$ cat config.mk
export PLATFORM = sky130hd
export DESIGN_NAME = pix_fifo
export DESIGN_NICKNAME = d
export VERILOG_FILES = /design/src/hw/pix_fifo.v /design/src/hw/test_pattern_generator.v
export VERILOG_INCLUDE_DIRS = /design/src /design/src/common
export SDC_FILE = /design/constraint.sdc
export NUM_CORES = 1
export LEC_CHECK = 0
export BUFFER_PORTS_ARGS = -buffer_cell sky130_fd_sc_hd__buf_2
export CAP_MARGIN = 15
export CORE_UTILIZATION = 56
export CTS_BUF_LIST = sky130_fd_sc_hd__clkbuf_8
export DETAILED_ROUTE_END_ITERATION = 8
export GPL_TIMING_DRIVEN = 0
export PLACE_DENSITY = 0.82
export SLEW_MARGIN = 20
export SYNTH_ARGS = -nofsm -noshare
export SYNTH_HDL_FRONTEND = slang
export SYNTH_SLANG_ARGS = --single-unit
$ cat constraint.sdc
create_clock -name clk_i -period 3.55 [get_ports clk_i]
set_input_delay 0.71 -clock clk_i [delete_from_list [all_inputs] [get_ports clk_i]]
set_output_delay 0.71 -clock clk_i [all_outputs]
set_load 0.05 [all_outputs]
$ cat src/common/tpg_consts.vh
// Purpose: Constants for the synthetic test pattern generator
// Assumes: Included by the pattern generator, its assertions and its testbench
// Notes:   Selector codes, widths and moduli
`ifndef TPG_CONSTS_VH
`define TPG_CONSTS_VH
`define SEL_OFF        3'h0
`define SEL_FIXED8     3'h1
`define SEL_MOVE8      3'h2
`define SEL_MOVE12     3'h3
`define SEL_FEAT8      3'h4
`define SEL_FEAT12     3'h5
`define SEL_COLOUR     3'h6
`define PIX_W          12
`define MASK8          12'h0ff
`define FIFO_DEPTH     8
`define COL_W          12
`define ROW_W          12
`define DEF_WIDTH      12'h280
`define DEF_HEIGHT     12'h1e0
`define YUV_U_OFS      8'h80
`endif

$ cat src/hw/pix_fifo.v
// Purpose: No logic of its own; the pixel FIFO module sits in the generator's file
// Assumes: Nothing
// Notes:   All design logic is kept in one file

$ cat src/hw/test_pattern_generator.v
// Purpose: Replace sensor pixels with synthetic frames, before or after the digital stage
// Assumes: Sensor and digital-stage streams are on clk_i, valid/ready handshake
// Notes:   Pattern pixels pass an 8-word FIFO; width/height are inputs
`timescale 1ns/1ps
`include "tpg_consts.vh"
 // test_pattern_generator

// Pixel FIFO, valid/ready on both sides
// Full and empty come from an occupancy count; depth must be a power of two
module pix_fifo #(
   parameter WIDTH = 24,
   parameter DEPTH = 8,
   parameter AW    = 3
) (
   input  wire             clk_i,
   input  wire             rst_n_i,
   input  wire [WIDTH-1:0] in_data_i,
   input  wire             in_valid_i,
   output wire             in_ready_o,
   output wire [WIDTH-1:0] out_data_o,
   output wire             out_valid_o,
   input  wire             out_ready_i
);
   reg [WIDTH-1:0] mem [0:DEPTH-1];
   reg [AW-1:0]    wr_r;
   reg [AW-1:0]    rd_r;
   reg [AW:0]      cnt_r;
   wire            push;
   wire            pop;

   assign in_ready_o  = (cnt_r != DEPTH[AW:0]);
   assign out_valid_o = (cnt_r != {(AW+1){1'b0}});
   assign out_data_o  = mem[rd_r];
   assign push        = in_valid_i & in_ready_o;
   assign pop         = out_valid_o & out_ready_i;

   // Storage has no reset; words are only read behind the count
   always @(posedge clk_i) begin
      if (push) begin
         mem[wr_r] <= in_data_i;
      end
   end

   always @(posedge clk_i or negedge rst_n_i) begin
      if (!rst_n_i) begin
         wr_r  <= {AW{1'b0}};
         rd_r  <= {AW{1'b0}};
         cnt_r <= {(AW+1){1'b0}};
      end else begin
         if (push) begin
            wr_r <= wr_r + 1'b1;
         end
         if (pop) begin
            rd_r <= rd_r + 1'b1;
         end
         if (push & ~pop) begin
            cnt_r <= cnt_r + 1'b1;
         end else if (pop & ~push) begin
            cnt_r <= cnt_r - 1'b1;
         end
      end
   end
endmodule // pix_fifo

* Yosys cells after proc, flatten, opt, wreduce, memory -nomap -nowiden
Memories as Yosys holds them, arrays and structs flattened.
Index checks and enable logic that the tools add are counted.
** Word-level totals
- RAM bits :: 192
- Logic and storage cells :: 21
- Input bits :: 28
- Register bits :: 10
- Memories kept :: 1
- Output and inout bits :: 26
** Operators by class
- Equal/unequal tests :: 1
- Bitwise logic cells :: 6
- Add/sub/neg operators :: 4
- Mux-type cells :: 4
- Reduce and logical (&&, ||, !) cells :: 2
** Memories
- mem :: depth 8, width 24, read ports 1, clocked after Yosys merged registers in 0, write ports 1, line test_pattern_generator.v:24 : reg [WIDTH-1:0] mem [0:DEPTH-1];
** Operators with widths (number)
- $mux 4 :: 2
- $add 3x1->3 const B :: 2
- $add 4x1->4 const B :: 1
- $and 1x1->1 :: 4
- $ne 4x4->1 const B :: 1
- $reduce_bool 4->1 :: 1
- $sub 4x1->4 const B :: 1
- $mux 1 :: 2
- $not 1->1 :: 2
- $reduce_bool 2->1 :: 1

* Longest topological paths before layout
- Word-level depth :: 6
- Depth in mapped cells :: 10

* Worst setup path before layout
OpenSTA, ideal clock, no wires.
- Kind :: reg-to-reg
- From :: register cnt_r[0]
- To :: memory mem[0][0], enable pin
- Slack :: -0.558 ns
- Stages on the path, launching flop included :: 5
- Arrival time :: 3.642 ns
- Period minus slack after synthesis :: 4.108 ns
- Cell sequence :: dfrtp_1 -> or4b_1 -> clkbuf_1 -> nand2_2 -> nor4_1
** On the way
- Cells in the longest elaborated chain, start to end :: 4
** Ends and longest elaborated chain
- start: declaration :: line test_pattern_generator.v:27 : reg [AW:0] cnt_r;
- start signal: assignment :: line test_pattern_generator.v:48 : cnt_r <= {(AW+1){1'b0}};
- start signal: assignment :: line test_pattern_generator.v:57 : cnt_r <= cnt_r + 1'b1;
- start signal: assignment :: line test_pattern_generator.v:59 : cnt_r <= cnt_r - 1'b1;
- $ne 4x4->1 :: line test_pattern_generator.v:31 : assign in_ready_o = (cnt_r != DEPTH[AW:0]);
- net in_ready_o :: line test_pattern_generator.v:19 : output wire in_ready_o,
- $and 1x1->1 :: line test_pattern_generator.v:34 : assign push = in_valid_i & in_ready_o;
- $mux 1 :: line test_pattern_generator.v:39 : if (push) begin
- $mux 1 (not written as such) :: line test_pattern_generator.v:40 : mem[wr_r] <= in_data_i;
- end: declaration :: line test_pattern_generator.v:24
The timed path passes the listed nets, and every way through them passes these cells.

* Worst setup path after layout
- From :: register rd_r[1]
- To :: output port out_data_o[19]
** On the way
- Cells in the longest elaborated chain, start to end :: 1
** Ends and longest elaborated chain
- start: declaration :: line test_pattern_generator.v:26 : reg [AW-1:0] rd_r;
- start signal: assignment :: line test_pattern_generator.v:47 : rd_r <= {AW{1'b0}};
- start signal: assignment :: line test_pattern_generator.v:54 : rd_r <= rd_r + 1'b1;
- $mem_v2 8x24
- end: declaration :: line test_pattern_generator.v:20 : output wire [WIDTH-1:0] out_data_o,
Every way passes these cells.

==> flow_summary.yaml <==
power:
  leakage_nw: 3.14
  p_total_mw: 8.31
  powerDensity_nw_per_um2: 901
  vdd_drop_max_mv: 0.618
final_layout:
  area_growth_pct: 17.2
  fillers: 815
  utilization_pct: 68.4
  final_layout_size_suffix_gt1_share_pct: 43.3
  fin_nets: 478
worst_setup_path:
  cp_slowest_cell: "dfrtp_1"
  path_cells: "buf_2 > buf_2 > mux4_2 > mux2_2 > buf_2"
  start_kind: "flip-flop"
  crit_arrival_ps: 2570
  crit_fanout: 10
  critical_path_required_ps: 2840
  crit_cells: 5
  critPathBufInv: 3
  rr_worst_depth: 10
  criticalPathCategory: "flip-flop to output port"
  path_delay_family: "buffers and inverters"
  crit_path_end_kind: "output port"
  crit_path_frequent_cell: "buf_2"
  max_stage_delay_ps: 450
grt:
  grt_pass1_vias: 4055
  track_usage_pct: 21.8
  grt_max_degree: 17
  grt_pass1_wl_um: 23100
  antenna_found_initial: 1
  grt-ovfl-total: 0
die:
  core_um2: 13500
  die_h_um: 121
  die_w_um: 121
  ios: 54
  die_area_um2: 14600
  start_util_pct: 58.3
  rows: 42
clock_tree:
  clk_pin_slew_ps: 60
  post_cts_buffers: 0
  cts_buffer_depth: 3
  cts_max_level: 1
  clk_latency_ps: 540
  ctsHoldBuffers: 0
  cts_tree: "built"
  numCtsBuffers: 31
  clock_sinks: 202
  cts_resized: 0
  clock-root-buffer: "clkbuf_8"
synth:
  ys_ff_latch: 202
  synthFlopType: "edfxtp_1"
  synthDistinctLibCells: 30
  syn_inst: 340
  yosys.area.top_type: "edfxtp_1"
  seq_area_frac_synth_pct: 76.3
  synth_edf_count: 192
  yosys-top-cells-area: "edfxtp_1, mux4_2, dfrtp_1"
  yosysWarnings: 0
  synthesis.nets: 374
  synthArstFlopShare_pct: 4.95
  syn_area_um2: 7880
  synthTopCellsByCount: "edfxtp_1, mux4_2, mux2_2"
  synth.most_common_cell: "edfxtp_1"
  synth.top_cell.area_share_pct: 73.2
  avgSynthCellArea_um2: 23.2
route:
  initialDrtViolationCount: 281
  vias: 3779
  wl_per_cell_um: 23.0
  viasPerCell: 5.87
  drt-pass1-iter-count: 4
  ant_nets: 0
  routed_wl_um: 14800
  drc_errors: 0
sta:
  setup_viol: 0
  worstMarginPinSlew_ps: 991
  period_share_pct: 92.3
  finalHoldViolCount: 0
  drv_slew: 0
  fin_ws_ps: 272
  clock_skew_ps: 14.5
  relSlewSlack_pct: 33.9
  fin_setup_tns_ps: 0
  timing.fmax_mhz: 305
  post-route-min-period_ps: 3280
  rsz0062_at_grt: "false"
placement:
  place_congestion: 0.725
  hpwl_um: 9790
  pre_cts_slack_ps: 459
  io_buffers: 53
outcome:
  status: "finished, final reports clean"
hold_path:
  hold_path.class: "primary input to async pin"
run:
  maxCapViolations: 0
-- placed cells by master, fill, tap and decap left out, types with 3 or more instances in the layout --
master | Yosys | layout
nor2_4 | 0 | 3
edfxtp_1 | 192 | 192
clkbuf_8 | 0 | 31
inv_1 | 2 | 8
mux4_2 | 48 | 48
nor3_2 | 0 | 4
clkinv_1 | 0 | 12
nand2_1 | 4 | 4
mux2_4 | 10 | 10
mux2_2 | 17 | 17
buf_4 | 0 | 7
xnor2_1 | 6 | 6
buf_16 | 0 | 3
ha_1 | 5 | 5
nand3_1 | 5 | 5
buf_2 | 6 | 59
buf_1 | 3 | 3
dfrtp_1 | 10 | 10
clkbuf_1 | 4 | 4
buf_6 | 1 | 9
clkinv_2 | 0 | 4
-- power by group --
part           internal, mW  switching [mW]
Clock                 0.957           0.841
Sequential             3.01           0.157
Combinational          1.33            2.02
-- through the flow --
step | instance area, µm² | hold WS, ps | cells
final | 9230 | 25.0 | 644
after global routing | 9230 | 10.4 | 644
after CTS | 9230 | 8.73 | 643
after detailed placement | 8650 | 533 | 587
after global placement | 8370 | 502 | 569
after floorplan | 7890 | 414 | 340
-- per-layer routing --
metal | track usage [%] | vias to the layer above | share of wire, %
met1 | 29.0 | 1974 | 41
met4 | 5.63 | 0 | 1.4
li1 | - | 1654 | -
met3 | 3.73 | 24 | 5.4
met5 | 0 | - | 0
met2 | 37.8 | 127 | 52
-- cell families after synthesis --
logic type | Yosys count | synth area share, %
muxes | 76 | 18.2
buffers and inverters | 18 | 1.46
AOI/OAI and AO/OA | 6 | 0.524
xor gates and xnor gates | 6 | 0.667
and+or+nand+nor | 26 | 1.78
adders and majority gates | 6 | 1.05
DFF | 202 | 76.3
-- area by class of cell --
| type | count | area (µm²) | share of cell area [%] |
|---|---|---|---|
| clock inverters | 25 | 155 | 1.68 |
| multi-input cells | 120 | 1810 | 19.6 |
| flip-flops and latches | 202 | 6020 | 65.2 |
| plain buffers | 16 | 108 | 1.17 |
| diodes | 1 | 2.50 | 0.0271 |
| repair buffers | 71 | 490 | 5.31 |
| well taps | 176 | 220 | 2.39 |
| inverters | 2 | 7.51 | 0.0813 |
| clock buffers | 31 | 427 | 4.62 |
-- sequential cells by signal, summed over array words and instances (netlist names) --
name / flops
rd_r: 3
cnt_r: 4
mem: 192
wr_r: 3
-- path summary, 6_finish.rpt --
kind / start / to / slack (ps)
min in group clk_i: in_data_i[2] / mem[3][2]$_DFFE_PP_ / 440
worst max register to register: cnt_r[0]$_DFFE_PN0P_ / cnt_r[3]$_DFFE_PN0P_ / 390
worst max-delay path: rd_r[1]$_DFFE_PN0P_ / out_data_o[19] / 270
worst min-delay path: rst_n_i / cnt_r[1]$_DFFE_PN0P_ / 20
max in group asynchronous: rst_n_i / wr_r[2]$_DFFE_PN0P_ / 3310
worst min register to register: cnt_r[2]$_DFFE_PN0P_ / cnt_r[2]$_DFFE_PN0P_ / 550
Power figures use the tool's default switching activity.
